<file path="src/mad_pkg.sv">
package mad_pkg;
   // ***********************************************
   // Widths
   // ***********************************************
   localparam int unsigned WORD_W = 16;
   localparam int unsigned PROD_W = 32;
   localparam int unsigned ACC_W = 36;
   localparam int unsigned WS_W = 4;
   localparam int unsigned CNT_W = 5;

   // ***********************************************
   // Field positions and constants
   // ***********************************************
   localparam int unsigned CTRL_W = 3;
   localparam int unsigned CTRL_CLR0_BIT = 0;    // Clear-inhibit for accumulator 0
   localparam int unsigned CTRL_CLR1_BIT = 1;    // Clear-inhibit for accumulator 1
   localparam int unsigned CTRL_SQR_BIT = 2;     // Square-mirror enable
   localparam logic [CTRL_W-1:0] CTRL_RST = 3'h0;
   localparam logic [ACC_W-1:0] RND_ADD = 36'h000008000;
   localparam logic [ACC_W-1:0] INCH_ADD = 36'h000010000;
   localparam logic [ACC_W-1:0] ONE = 36'h000000001;
   localparam logic [CNT_W-1:0] CYC_LOAD = 5'h1;   // Cycles for no transfer or a load
   localparam logic [CNT_W-1:0] CYC_STORE = 5'h2;  // Cycles for a store transfer
   localparam logic [CNT_W-1:0] CYC_BANK = 5'h1;   // Same-bank conflict penalty

   // ***********************************************
   // Function statements and special functions
   // ***********************************************
   typedef enum logic [4:0] {
      F_NONE = 5'h00, F_MUL = 5'h01, F_LDP = 5'h02, F_ADDP = 5'h03, F_SUBP = 5'h04,
      F_LDY = 5'h05, F_ADDY = 5'h06, F_SUBY = 5'h07, F_ANDY = 5'h08, F_ORY = 5'h09,
      F_XORY = 5'h0A, S_SHR1 = 5'h10, S_SHR4 = 5'h11, S_SHR8 = 5'h12, S_SHR16 = 5'h13,
      S_SHL1 = 5'h14, S_SHL4 = 5'h15, S_SHL8 = 5'h16, S_SHL16 = 5'h17, S_COPY = 5'h18,
      S_NEG = 5'h19, S_NOT = 5'h1A, S_RND = 5'h1B, S_INCH = 5'h1C, S_INC = 5'h1D,
      S_LDY = 5'h1E, S_LDP = 5'h1F
   } mad_func_t;

   // Second operand width for y-based ALU functions
   typedef enum logic [1:0] {
      OPW_16 = 2'h0, OPW_32 = 2'h1, OPW_36 = 2'h2
   } mad_opw_t;

   // ***********************************************
   // Transfer statements
   // ***********************************************
   typedef enum logic [3:0] {
      X_NONE = 4'h0, X_YH = 4'h1, X_YL = 4'h2, X_AH = 4'h3, X_AL = 4'h4,
      X_X = 4'h5, X_YH_X = 4'h6, X_ST_Y = 4'h7, X_ST_A = 4'h8
   } mad_xfer_t;

   // ***********************************************
   // Conditions for special functions
   // ***********************************************
   typedef enum logic [2:0] {
      C_TRUE = 3'h0, C_EQ = 3'h1, C_NE = 3'h2, C_MI = 3'h3,
      C_PL = 3'h4, C_CTR = 3'h5, C_RAND = 3'h6, C_LV = 3'h7
   } mad_cond_t;

   // ***********************************************
   // Sequencing states (Gray coded)
   // ***********************************************
   typedef enum logic [0:0] {
      ST_READY = 1'h0, ST_HOLD = 1'h1
   } mad_state_t;
endpackage

</file>
<file path="src/mad_mult.sv">
`timescale 1ns/1ps
module mad_mult (
   // Clock and reset
   input wire logic clk_i,
   input wire logic srst_i,
   // Operands and strobe
   input wire logic mul_i,
   input wire logic signed [mad_pkg::WORD_W-1:0] opa_i,
   input wire logic signed [mad_pkg::WORD_W-1:0] opb_i,
   // Product register
   output logic signed [mad_pkg::PROD_W-1:0] prod_o
);
   logic signed [mad_pkg::PROD_W-1:0] next_prod;

   // Signed 16x16 multiply into the product register
   always_comb begin
      next_prod = prod_o;
      if (mul_i) begin
         next_prod = opa_i * opb_i;
      end
   end

   // Product register
   always_ff @(posedge clk_i) begin
      if (srst_i) begin
         prod_o <= '0;
      end else begin
         prod_o <= next_prod;
      end
   end
endmodule // mad_mult

</file>
<file path="src/mad_datapath.sv">
`timescale 1ns/1ps
module mad_datapath (
   // Clock and reset
   input wire logic clk_i,
   input wire logic srst_i,
   // Instruction from the sequencer
   input wire logic instr_valid_i,
   input wire mad_pkg::mad_func_t func_i,
   input wire logic mul_i,
   input wire logic src_acc_i,
   input wire logic dst_acc_i,
   input wire mad_pkg::mad_opw_t opw_i,
   input wire mad_pkg::mad_cond_t cond_i,
   input wire mad_pkg::mad_xfer_t xfer_i,
   input wire logic xfer_acc_i,
   // Memory data and access attributes
   input wire logic [mad_pkg::WORD_W-1:0] ram_rdata_i,
   input wire logic [mad_pkg::WORD_W-1:0] table_rdata_i,
   input wire logic pc_ext_i,
   input wire logic table_ext_i,
   input wire logic ram_ext_i,
   input wire logic same_bank_i,
   input wire logic [mad_pkg::WS_W-1:0] wait_states_i,
   // Condition sources
   input wire logic counter_cond_i,
   input wire logic random_bit_i,
   input wire logic bmu_update_i,
   input wire logic [2:0] bmu_flags_i,
   // Arithmetic control register load
   input wire logic ctrl_we_i,
   input wire logic [mad_pkg::CTRL_W-1:0] ctrl_wdata_i,
   // Status and results
   output logic ready_o,
   output logic done_o,
   output logic table_ptr_inc_o,
   output logic ram_we_o,
   output logic [mad_pkg::WORD_W-1:0] ram_wdata_o,
   output logic [mad_pkg::ACC_W-1:0] acc0_o,
   output logic [mad_pkg::ACC_W-1:0] acc1_o,
   output logic [mad_pkg::PROD_W-1:0] prod_o,
   output logic [2:0] flags_o,
   output logic [mad_pkg::CTRL_W-1:0] ctrl_o
);
   // ***********************************************
   // Declarations
   // ***********************************************
   logic [mad_pkg::ACC_W-1:0] acc [2];
   logic [mad_pkg::ACC_W-1:0] next_acc [2];
   logic [mad_pkg::WORD_W-1:0] opa, opb_hi, opb_lo;
   logic [mad_pkg::WORD_W-1:0] next_opa, next_opb_hi, next_opb_lo;
   logic [2:0] next_flags;                   // {overflow, negative, zero}
   logic [mad_pkg::CTRL_W-1:0] next_ctrl;
   mad_pkg::mad_state_t state, next_state;
   logic [mad_pkg::CNT_W-1:0] remain, next_remain;
   logic next_done, next_tinc, next_we;
   logic [mad_pkg::WORD_W-1:0] next_wdata;
   logic take;
   logic [mad_pkg::ACC_W-1:0] as, pext, yext, opnd, res, wide;
   logic uses_table, uses_ram, is_spec, cond_ok, wr_acc, ovf;
   logic [mad_pkg::CNT_W-1:0] cycles;
   logic signed [mad_pkg::PROD_W-1:0] prod;

   // Product register, loaded from the operands held before this instruction
   mad_mult u_mult (
      .clk_i(clk_i),
      .srst_i(srst_i),
      .mul_i(take && mul_i),
      .opa_i(opa),
      .opb_i(opb_hi),
      .prod_o(prod)
   );

   assign take = instr_valid_i && (state == mad_pkg::ST_READY);

   // ***********************************************
   // Function statement and special function
   // ***********************************************
   always_comb begin
      as = acc[src_acc_i];
      pext = {{(mad_pkg::ACC_W-mad_pkg::PROD_W){prod[mad_pkg::PROD_W-1]}}, prod};
      yext = {{(mad_pkg::ACC_W-mad_pkg::PROD_W){opb_hi[mad_pkg::WORD_W-1]}}, opb_hi, opb_lo};
      case (opw_i)
         mad_pkg::OPW_16: opnd = {{(mad_pkg::ACC_W-mad_pkg::PROD_W){opb_hi[mad_pkg::WORD_W-1]}},
                                  opb_hi, {mad_pkg::WORD_W{1'b0}}};
         mad_pkg::OPW_36: opnd = acc[~src_acc_i];
         default: opnd = yext;
      endcase
      wide = {mad_pkg::ACC_W{1'b0}};
      wr_acc = 1'b1;
      ovf = 1'b0;
      case (func_i)
         mad_pkg::F_LDP, mad_pkg::S_LDP: res = pext;
         mad_pkg::F_ADDP: res = as + pext;
         mad_pkg::F_SUBP: res = as - pext;
         mad_pkg::F_LDY, mad_pkg::S_LDY: res = yext;
         mad_pkg::F_ADDY: res = as + opnd;
         mad_pkg::F_SUBY: res = as - opnd;
         mad_pkg::F_ANDY: res = as & opnd;
         mad_pkg::F_ORY: res = as | opnd;
         mad_pkg::F_XORY: res = as ^ opnd;
         mad_pkg::S_SHR1: res = $signed(as) >>> 1;
         mad_pkg::S_SHR4: res = $signed(as) >>> 4;
         mad_pkg::S_SHR8: res = $signed(as) >>> 8;
         mad_pkg::S_SHR16: res = $signed(as) >>> 16;
         mad_pkg::S_SHL1, mad_pkg::S_SHL4, mad_pkg::S_SHL8, mad_pkg::S_SHL16: begin
            wide = as << (func_i == mad_pkg::S_SHL1 ? 1 : func_i == mad_pkg::S_SHL4 ? 4 :
                          func_i == mad_pkg::S_SHL8 ? 8 : 16);
            res = {{(mad_pkg::ACC_W-mad_pkg::PROD_W){wide[mad_pkg::PROD_W-1]}},
                   wide[mad_pkg::PROD_W-1:0]};
         end
         mad_pkg::S_COPY: res = as;
         mad_pkg::S_NEG: res = ~as + mad_pkg::ONE;
         mad_pkg::S_NOT: res = ~as;
         mad_pkg::S_RND: res = (as + mad_pkg::RND_ADD) & ~{{(mad_pkg::ACC_W-mad_pkg::WORD_W){1'b0}},
                                                           {mad_pkg::WORD_W{1'b1}}};
         mad_pkg::S_INCH: res = {as[mad_pkg::ACC_W-1:mad_pkg::WORD_W] + 20'h00001, {mad_pkg::WORD_W{1'b0}}};
         mad_pkg::S_INC: res = as + mad_pkg::ONE;
         default: begin
            res = as;
            wr_acc = 1'b0;                                          // No function or multiply only
         end
      endcase
      // Overflow: sign into the guard bits disagrees with bit 35
      ovf = (res[mad_pkg::ACC_W-1] != res[mad_pkg::PROD_W-1]) ? 1'b1 : 1'b0;
   end

   // Condition evaluation for special functions
   always_comb begin
      is_spec = func_i[4];
      case (cond_i)
         mad_pkg::C_EQ: cond_ok = flags_o[0];
         mad_pkg::C_NE: cond_ok = ~flags_o[0];
         mad_pkg::C_MI: cond_ok = flags_o[1];
         mad_pkg::C_PL: cond_ok = ~flags_o[1];
         mad_pkg::C_CTR: cond_ok = counter_cond_i;
         mad_pkg::C_RAND: cond_ok = random_bit_i;
         mad_pkg::C_LV: cond_ok = flags_o[2];
         default: cond_ok = 1'b1;
      endcase
      if (!is_spec) begin
         cond_ok = 1'b1;
      end
   end

   // ***********************************************
   // Cycle count of the instruction
   // ***********************************************
   always_comb begin
      uses_table = (xfer_i == mad_pkg::X_X) || (xfer_i == mad_pkg::X_YH_X);
      uses_ram = (xfer_i != mad_pkg::X_NONE) && (xfer_i != mad_pkg::X_X);
      cycles = mad_pkg::CYC_LOAD;
      if ((xfer_i == mad_pkg::X_ST_Y) || (xfer_i == mad_pkg::X_ST_A)) begin
         cycles = mad_pkg::CYC_STORE;
      end
      if (pc_ext_i || (uses_table && table_ext_i) || (uses_ram && ram_ext_i)) begin
         cycles = cycles + {1'b0, wait_states_i};
      end
      if (uses_table && uses_ram && same_bank_i) begin
         cycles = cycles + mad_pkg::CYC_BANK;
      end
   end

   // ***********************************************
   // Datapath state update
   // ***********************************************
   always_comb begin
      next_acc = acc;
      next_opa = opa;
      next_opb_hi = opb_hi;
      next_opb_lo = opb_lo;
      next_flags = flags_o;
      next_ctrl = ctrl_o;
      next_tinc = 1'b0;
      next_we = 1'b0;
      next_wdata = ram_wdata_o;
      if (ctrl_we_i) begin
         next_ctrl = ctrl_wdata_i;
      end
      if (bmu_update_i) begin
         next_flags = bmu_flags_i;
      end
      if (take) begin
         // Function part, skipped when its condition fails
         if (wr_acc && cond_ok) begin
            next_acc[dst_acc_i] = res;
            next_flags = {ovf, res[mad_pkg::ACC_W-1], (res == '0)};
         end
         // Transfer part, wins over the function on the same accumulator
         case (xfer_i)
            mad_pkg::X_YH, mad_pkg::X_YH_X: begin
               next_opb_hi = ram_rdata_i;
               if (ctrl_o[mad_pkg::CTRL_SQR_BIT]) begin
                  next_opa = ram_rdata_i;
               end else if (xfer_i == mad_pkg::X_YH_X) begin
                  next_opa = table_rdata_i;
               end
               next_tinc = (xfer_i == mad_pkg::X_YH_X);
            end
            mad_pkg::X_YL: next_opb_lo = ram_rdata_i;
            mad_pkg::X_AH: begin
               next_acc[xfer_acc_i][mad_pkg::ACC_W-1:mad_pkg::WORD_W] =
                  {{(mad_pkg::ACC_W-mad_pkg::PROD_W){ram_rdata_i[mad_pkg::WORD_W-1]}}, ram_rdata_i};
               if (!ctrl_o[xfer_acc_i ? mad_pkg::CTRL_CLR1_BIT : mad_pkg::CTRL_CLR0_BIT]) begin
                  next_acc[xfer_acc_i][mad_pkg::WORD_W-1:0] = '0;
               end
            end
            mad_pkg::X_AL: next_acc[xfer_acc_i][mad_pkg::WORD_W-1:0] = ram_rdata_i;
            mad_pkg::X_X: begin
               next_opa = table_rdata_i;
               next_tinc = 1'b1;
            end
            mad_pkg::X_ST_Y: begin
               next_we = 1'b1;
               next_wdata = opb_hi;
            end
            mad_pkg::X_ST_A: begin
               next_we = 1'b1;
               next_wdata = acc[xfer_acc_i][mad_pkg::PROD_W-1:mad_pkg::WORD_W];
            end
            default: ;
         endcase
      end
   end

   // Datapath registers
   always_ff @(posedge clk_i) begin
      if (srst_i) begin
         acc[0] <= '0;
         acc[1] <= '0;
         opa <= '0;
         opb_hi <= '0;
         opb_lo <= '0;
         flags_o <= 3'h0;
         ctrl_o <= mad_pkg::CTRL_RST;
         table_ptr_inc_o <= 1'b0;
         ram_we_o <= 1'b0;
         ram_wdata_o <= '0;
      end else begin
         acc <= next_acc;
         opa <= next_opa;
         opb_hi <= next_opb_hi;
         opb_lo <= next_opb_lo;
         flags_o <= next_flags;
         ctrl_o <= next_ctrl;
         table_ptr_inc_o <= next_tinc;
         ram_we_o <= next_we;
         ram_wdata_o <= next_wdata;
      end
   end

   // ***********************************************
   // Instruction sequencing
   // ***********************************************
   always_comb begin
      next_state = state;
      next_remain = remain;
      next_done = 1'b0;
      case (state)
         mad_pkg::ST_READY: begin
            if (take) begin
               if (cycles == mad_pkg::CYC_LOAD) begin
                  next_done = 1'b1;
               end else begin
                  next_state = mad_pkg::ST_HOLD;
                  next_remain = cycles - mad_pkg::CYC_LOAD;
               end
            end
         end
         mad_pkg::ST_HOLD: begin
            next_remain = remain - mad_pkg::CYC_LOAD;
            if (remain == mad_pkg::CYC_LOAD) begin
               next_state = mad_pkg::ST_READY;
               next_done = 1'b1;
            end
         end
         default: next_state = mad_pkg::ST_READY;
      endcase
   end

   // Sequencing registers and mirrored outputs
   always_ff @(posedge clk_i) begin
      if (srst_i) begin
         state <= mad_pkg::ST_READY;
         remain <= '0;
         done_o <= 1'b0;
         ready_o <= 1'b1;
         acc0_o <= '0;
         acc1_o <= '0;
         prod_o <= '0;
      end else begin
         state <= next_state;
         remain <= next_remain;
         done_o <= next_done;
         ready_o <= (next_state == mad_pkg::ST_READY);
         acc0_o <= next_acc[0];
         acc1_o <= next_acc[1];
         prod_o <= (take && mul_i) ? ($signed(opa) * $signed(opb_hi)) : prod;
      end
   end
endmodule // mad_datapath

</file>
<file path="config.mk">
export PLATFORM = sky130hd
export DESIGN_NAME = mad_datapath
export DESIGN_NICKNAME = d
export VERILOG_FILES = /design/src/mad_pkg.sv /design/src/mad_mult.sv /design/src/mad_datapath.sv
export SDC_FILE = /design/constraint.sdc
export NUM_CORES = 2
export LEC_CHECK = 0
export CELL_PAD_IN_SITES_DETAIL_PLACEMENT = 1
export CELL_PAD_IN_SITES_GLOBAL_PLACEMENT = 2
export CORE_MARGIN = 2
export CORE_UTILIZATION = 43
export CTS_CLUSTER_DIAMETER = 80
export DETAILED_ROUTE_END_ITERATION = 8
export DONT_BUFFER_PORTS = 1
export GPL_TIMING_DRIVEN = 1
export PLACE_DENSITY_LB_ADDON = 0.1
export SYNTH_ARGS = -nofsm -noshare
export SYNTH_HDL_FRONTEND = slang
export SYNTH_SLANG_ARGS = --single-unit
</file>
<file path="constraint.sdc">
create_clock -name clk_i -period 21.3 [get_ports clk_i]
set_clock_uncertainty 0.1 [all_clocks]
set_input_delay 4.26 -clock clk_i [delete_from_list [all_inputs] [get_ports clk_i]]
set_output_delay 4.26 -clock clk_i [all_outputs]
set_load 0.05 [all_outputs]
</file>
### Word level (Yosys, flattened, before mapping)

Index checks and enable logic that the tools add are counted.

| word-level totals | value |
|---|---|
| input port bits | 71 |
| register bits after elaboration | 184 |

| operators by class | value |
|---|---|
| add/sub/neg operators | 12 |
| multiply operators | 1 |
| bitwise gates (word level) | 14 |
| equal/unequal tests | 48 |
| reduce and logical (&&, ||, !) cells | 31 |
| magnitude comparators | 7 |
| multiplexer cells | 59 |
| shifts and indexed selects | 1 |

Operators with widths:

| kind | number |
|---|---|
| 36-bit case mux with 19 select lines | 1 |
| 72-bit bitwise mux | 4 |
| 36-bit 2-to-1 mux | 8 |
| 72-bit 2-to-1 mux | 4 |
| 72-bit case mux with 2 select lines | 1 |
| 36-bit demux with 1-bit select | 3 |
| 32-bit 2-to-1 mux | 3 |
| 5-bit == test (second input constant) | 16 |
| 36-bit by 1-bit adder with 36-bit output (second input constant) | 2 |
| 36-bit adder | 2 |
| 36-bit case mux with 2 select lines | 1 |
| 36-bit subtractor | 2 |
| 16-bit case mux with 2 select lines | 2 |
| 16-bit 2-to-1 mux | 3 |
| 36-bit by 16-bit adder with 36-bit output (second input constant) | 1 |
| 36-bit AND | 1 |
| 36-bit zero test | 1 |
| 36-bit inverter | 1 |
| 36-bit bitwise OR | 1 |
| 36-bit by 5-bit left shift with 32-bit output | 1 |
| 36-bit bitwise XOR | 1 |
| 5-bit 2-to-1 mux | 7 |
| 16-bit by 16-bit multiplier with 32-bit output | 1 |
| 25-bit OR reduction | 1 |
| other kinds (41) | 105 |

### Logic depth before layout (Yosys ltp)

| logic depth | value |
|---|---|
| word-level depth | 16 |
| gate-level depth with buffers | 32 |

### By module

A second synthesis with hierarchy kept.

| unflattened totals | value |
|---|---|
| cells, all modules | 5305 |
| area, all modules | 42134.2 sq um |

By module, submodules not included:

| module | times used | cells each | area each (sq um) |
|---|---|---|---|
| mad_datapath | 1 | 4117 | 31157.4 |
| mad_mult | 1 | 1188 | 10976.8 |

### Worst setup path after synthesis

OpenSTA, ideal clock, no wires.

| timing | value |
|---|---|
| kind | input-to-reg |
| start | input port src_acc_i |
| end | register acc1_o[34] (netlist name) |
| data required time | 21.114 ns |
| path slack | 10.813 ns |
| arrival time | 10.301 ns |
| path buffers | 4 |
| stages on the path | 29 |
| cell sequence | buf_6 -> buf_6 -> buf_6 -> buf_4 -> mux2_2 -> a22oi_2 -> ha_1 -> nand3_1 -> nor3_1 -> nand3_1 -> nor3_1 -> nand3_1 -> nor4_1 -> nor2_1 -> a21oi_1 -> o21ai_0 -> o2bb2ai_1 -> ha_1 -> and2_1 -> a221o_1 -> a221oi_1 -> nor2_1 -> a211oi_1 -> a21o_1 -> a211oi_1 -> or4_1 -> a32oi_1 -> o22ai_1 -> a211oi_1 |

| on the way | value |
|---|---|
| longest elaborated chain between the ends | 16 |
| elaborated cells between the ends (all ways) | 33 |

RTL lines:

| element | RTL line | text |
|---|---|---|
| start: declaration | mad_datapath.sv:10 | `input wire logic src_acc_i,` |
| 1-bit inverter | mad_datapath.sv:85 | `mad_pkg::OPW_36: opnd = acc[~src_acc_i];` |
| 1-bit inverter with 2-bit output | mad_datapath.sv:85 |  |
| 36-bit 2-to-1 mux (implied by the code) (3 in series) | mad_datapath.sv:85 |  |
| 36-bit case mux with 2 select lines | mad_datapath.sv:82 | `case (opw_i)` |
| 36-bit subtractor (tied with other cells) | mad_datapath.sv:97 | `mad_pkg::F_SUBY: res = as - opnd;` |
| 36-bit case mux with 19 select lines (*) | mad_datapath.sv:91 | `case (func_i)` |
| 72-bit bitwise mux (*) | mad_datapath.sv:185 | `next_acc[dst_acc_i] = res;` |
| 72-bit 2-to-1 mux (*) | mad_datapath.sv:184 | `if (wr_acc && cond_ok) begin` |
| 72-bit 2-to-1 mux (*) | mad_datapath.sv:182 | `if (take) begin` |
| 72-bit bitwise mux | mad_datapath.sv:201 | `next_acc[xfer_acc_i][mad_pkg::ACC_W-1:mad_pkg::WORD_W] =` |
| 72-bit bitwise mux | mad_datapath.sv:204 | `next_acc[xfer_acc_i][mad_pkg::WORD_W-1:0] = '0;` |
| 72-bit 2-to-1 mux | mad_datapath.sv:203 | `if (!ctrl_o[xfer_acc_i ? mad_pkg::CTRL_CLR1_BIT : mad_pkg::CTRL_CLR0_BIT]) begin` |
| 72-bit case mux with 2 select lines (*) | mad_datapath.sv:189 | `case (xfer_i)` |
| 72-bit 2-to-1 mux (*) | mad_datapath.sv:182 |  |
| end signal: assignment | mad_datapath.sv:296 | `acc1_o <= next_acc[1];` |
| end: declaration | mad_datapath.sv:39 | `output logic [mad_pkg::ACC_W-1:0] acc1_o,` |

Mark *: on every way between the ends. The rest lies on a longest branch, timed or not. The select of a mux whose other input is x is not followed.
A chain may end at the register's enable or synchronous reset.

### Worst setup path in the final report

| timing | value |
|---|---|
| start | input port opw_i[0] |
| end | register flags_o[0] |

| on the way | value |
|---|---|
| longest elaborated chain between the ends | 7 |
| elaborated cells between the ends (all ways) | 12 |

RTL lines:

| element | RTL line | text |
|---|---|---|
| start: declaration | mad_datapath.sv:12 | `input wire mad_pkg::mad_opw_t opw_i,` |
| 2-bit == test or 2-bit zero test (tied branches) | mad_datapath.sv:82 |  |
| 36-bit case mux with 2 select lines (*) | mad_datapath.sv:82 |  |
| 36-bit subtractor (tied with other cells) | mad_datapath.sv:97 |  |
| 36-bit case mux with 19 select lines (*) | mad_datapath.sv:91 |  |
| 36-bit zero test (*) | mad_datapath.sv:186 | `next_flags = {ovf, res[mad_pkg::ACC_W-1], (res == '0)};` |
| 3-bit 2-to-1 mux (*) | mad_datapath.sv:184 |  |
| 3-bit 2-to-1 mux (*) | mad_datapath.sv:182 |  |
| end signal: assignment | mad_datapath.sv:243 | `flags_o <= next_flags;` |
| end: declaration | mad_datapath.sv:41 | `output logic [2:0] flags_o,` |

Mark *: on every way between the ends. The rest lies on a longest branch, timed or not.

==> impl_metrics.csv <==
group,metric,value,unit
logic_synthesis,seq_area_frac_synth,11.8,%
cts,root_buffer,"clkbuf_16",
setup_path,endpoint,"flags_o[0]$_SDFF_PP0_",
sta,hold_viol_final,0,
place,pre_cts_ws,9.32,ns
floorplanning,die_h,274,µm
outcome,status,"finished, violations left",
sta,finalSetupViolations,0,
cts,max-clock-path-buffers,2,
setup_path,reg2reg_from,"acc0_o[0]$_SDFFE_PP0P_",
sta,period_needed,11.80,ns
outcome,violations,"max-capacitance violations, max-slew violations",
cts,h-tree-depth,4,
setup_path,arrival,12.15,ns
global_route,grt_pass1_vias,35400,
sta,worst_pin_slew,1.61,ns
logic_synthesis,ys_top_cells_by_area,"fa_1 17%, dfxtp_1 12%, ha_1 8.1%",
global_route,grt_antenna_before_repair,7,
logic_synthesis,ys_warn_count,0,
run,max-cap-violations,2,
setup_path,worstSetupEndpointType,"flip-flop",
cts,cts-resized-gates,0,
logic_synthesis,yosys.area.top_type,"fa_1",
setup_path,rr_worst_depth,26,
place,dp_hpwl,133000,µm
setup_path,cp-startpoint,"opw_i[0]",
cts,cts_made_buffers,17,
final_layout,fin_area,33000,µm²
cts,hold_buffers,0,
global_route,grtUsageTotal,45.6,%
sta,setup_tns,0,ns
place,place_area,32300,µm²
cts,cts.sinks,184,
sta,drv_slew,5,
drt,drt-initial-drc-count,4559,
setup_path,max_stage_delay,0.61,ns
sta,max_freq,84.7,MHz
setup_path,start_kind,"primary input",
global_route,grt_max_degree,186,
final_layout,postLayoutCoreUtil,46.0,%
floorplanning,die_area,74800,µm²
logic_synthesis,syn_avg_cell_area,7.67,µm²
drt,firstDrtPassIters,9,
logic_synthesis,syn_inst,4072,
floorplanning,start_util,43.5,%
place,post-place-cells,4865,
setup_path,crit_fanout,18,
logic_synthesis,synth_top_area_share,16.9,%
sta,fin_crit_sh,55.4,%
logic_synthesis,netlist-cell-type-count,105,
drt,drc,0,
global_route,grt_pass1_wl,249000,µm
drt,avgViaCountPerCell,7.07,
global_route,gr-total-overflow,0,
logic_synthesis,synth-async-reset-ratio,0,%
drt,antenna_left,0,
place,place_congestion,1.04,
floorplanning,pin_count,201,
logic_synthesis,syn_nets,4608,
final_layout,layout_common_cells,"457 x nand2_1, 349 x nor2_1, 335 x inv_1",
floorplanning,rows,98,
final_layout,mostFrequentLayoutCell,"nand2_1",
cts,cts_setup_buffers,0,
setup_path,rrSetupSlack,12.70,ns
setup_path,rr_endpoint,"flags_o[0]$_SDFF_PP0_",
power_and_ir_drop,p_leak,14.5,nW
final_layout,nNetsFinal,4470,
cts,cts_tree,"yes",
floorplanning,chipWidth,274,µm
logic_synthesis,synth_seq_cells,184,
final_layout,area_growth_syn_to_layout,5.69,%
logic_synthesis,synth_area,31200,µm²
setup_path,timing.critical_path.mode_cell,"nand3_1",
place,port_buffers,0,
setup_path,cpMaxStageDelayCell,"o21ai_0",
setup_path,worstSetupPathType,"in -> reg",
floorplanning,core_area,71700,µm²
final_layout,drive_gt1_share,8.03,%
sta,rsz0062_at_grt,"false",
sta,max_slew_margin,-8.83,%
drt,wl,174000,µm
power_and_ir_drop,vdd_drop_max,0.0557,mV
logic_synthesis,synth_edf_count,0,
sta,worst_slack,9.50,ns
final_layout,layout.cells.non_filler,4903,
cts,insertion_delay,0.52,ns
power_and_ir_drop,power_density,48.0,nW/µm²
cts,clkSlewWorstSetupHoldPaths,0.09,ns
drt,route.vias.total,34700,
min_path,min_path_type,"reg -> reg",
logic_synthesis,synth_top_flop_cell,"dfxtp_1",
setup_path,required,21.65,ns
drt,wl_per_cell,35.4,µm
cell type report:
type / count / area (µm²)
Inverter: 355 / 1350
Timing Repair Buffer: 132 / 991
Sequential cell: 184 / 3680
Fill cell: 8777 / 38700
Multi-Input combinational cell: 3244 / 25100
Antenna cell: 6 / 15.0
Clock buffer: 17 / 425
Tap cell: 950 / 1190
Clock inverter: 15 / 234
flip-flops by register name, indices dropped and copies added, names as in the netlist:
| register | cells |
|---|---|
| opb_lo | 16 |
| state | 1 |
| opb_hi | 16 |
| ready_o | 1 |
| ram_we_o | 1 |
| remain | 5 |
| done_o | 1 |
| acc0_o | 36 |
| opa | 16 |
| table_ptr_inc_o | 1 |
| ram_wdata_o | 16 |
| prod_o | 32 |
| acc1_o | 36 |
| flags_o | 3 |
| ctrl_o | 3 |
cells by family after synthesis:
logic type	count (synthesis)	share of synthesized area [%]
AND/OR/NAND/NOR	1402	21.6
AO/OA/AOI/OAI	1066	23.3
XOR/XNOR	114	3.20
flip-flops	184	11.8
multiplexers	197	7.06
buffers and inverters	644	8.05
adder cells (fa/ha/maj)	465	25.0
critical path: cells and delay by family:
kind            cells  cell delay (ns)
simple gates       14             4.04
compound gates     10             3.19
fa+ha+maj           2             0.63
stage by stage:
stage | power (W) | hold slack [ns]
floorplan | 0.000914 | 0.349
global placement | 0.00116 | 0.343
detailed placement | 0.00117 | 0.361
CTS | 0.00154 | 0.372
global route | 0.00163 | 0.395
finish | 0.00159 | 0.374
worst min-delay path by stage:
stage | start | to | depth (start not counted)
after floorplan | opb_lo[10]$_SDFFE_PP0P_ | opb_lo[10]$_SDFFE_PP0P_ | 2
after global placement | prod_o[25]$_SDFFE_PP0P_ | prod_o[25]$_SDFFE_PP0P_ | 2
after detailed placement | prod_o[26]$_SDFFE_PP0P_ | prod_o[26]$_SDFFE_PP0P_ | 2
after CTS | prod_o[26]$_SDFFE_PP0P_ | prod_o[26]$_SDFFE_PP0P_ | 2
after global routing | prod_o[25]$_SDFFE_PP0P_ | prod_o[25]$_SDFFE_PP0P_ | 2
final | prod_o[26]$_SDFFE_PP0P_ | prod_o[26]$_SDFFE_PP0P_ | 2
cells in the mapped netlist, drive strengths merged (11+ instances only):
library cell  count
o21ai           162
o31ai            11
clkbuf          244
nand3            80
and3             33
fa              264
or2              13
nand2           460
xnor2            93
nand2b           42
o221ai           18
mux2i           132
a22o             12
inv             345
o22ai           113
buf              45
a221o            12
nand4            47
a31oi            37
a221oi           50
nor4             31
a22oi            42
a2111oi          19
dfxtp           184
o2bb2ai          12
o21a             20
a211oi           98
nor2b            23
mux2             60
xor2             21
nor3             96
a21oi           231
or4              18
o211ai           59
a222oi           14
o2111ai          15
or3              23
a21o             34
and2            114
nand3b           12
nor2            356
ha              201
nor3b            12
power by group:
group,switching [W],leakage (nW),internal [W]
combinational,0.000524,12.7,0.000242
clock,0.000197,0.318,0.000176
sequential,0.0000855,1.50,0.000361
total,0.000806,14.5,0.000779
routing by layer:
layer | wire (µm) | global-route usage, % | vias up | share of wire (%)
met1 | 68400 | 59.1 | 17500 | 39
met3 | 24000 | 17.6 | 541 | 14
met5 | 51 | 0 | - | 0.029
li1 | - | - | 14200 | -
met2 | 70900 | 65.7 | 2381 | 41
met4 | 10100 | 23.0 | 6 | 5.8
No activity file was read; power rests on OpenSTA's default activity.
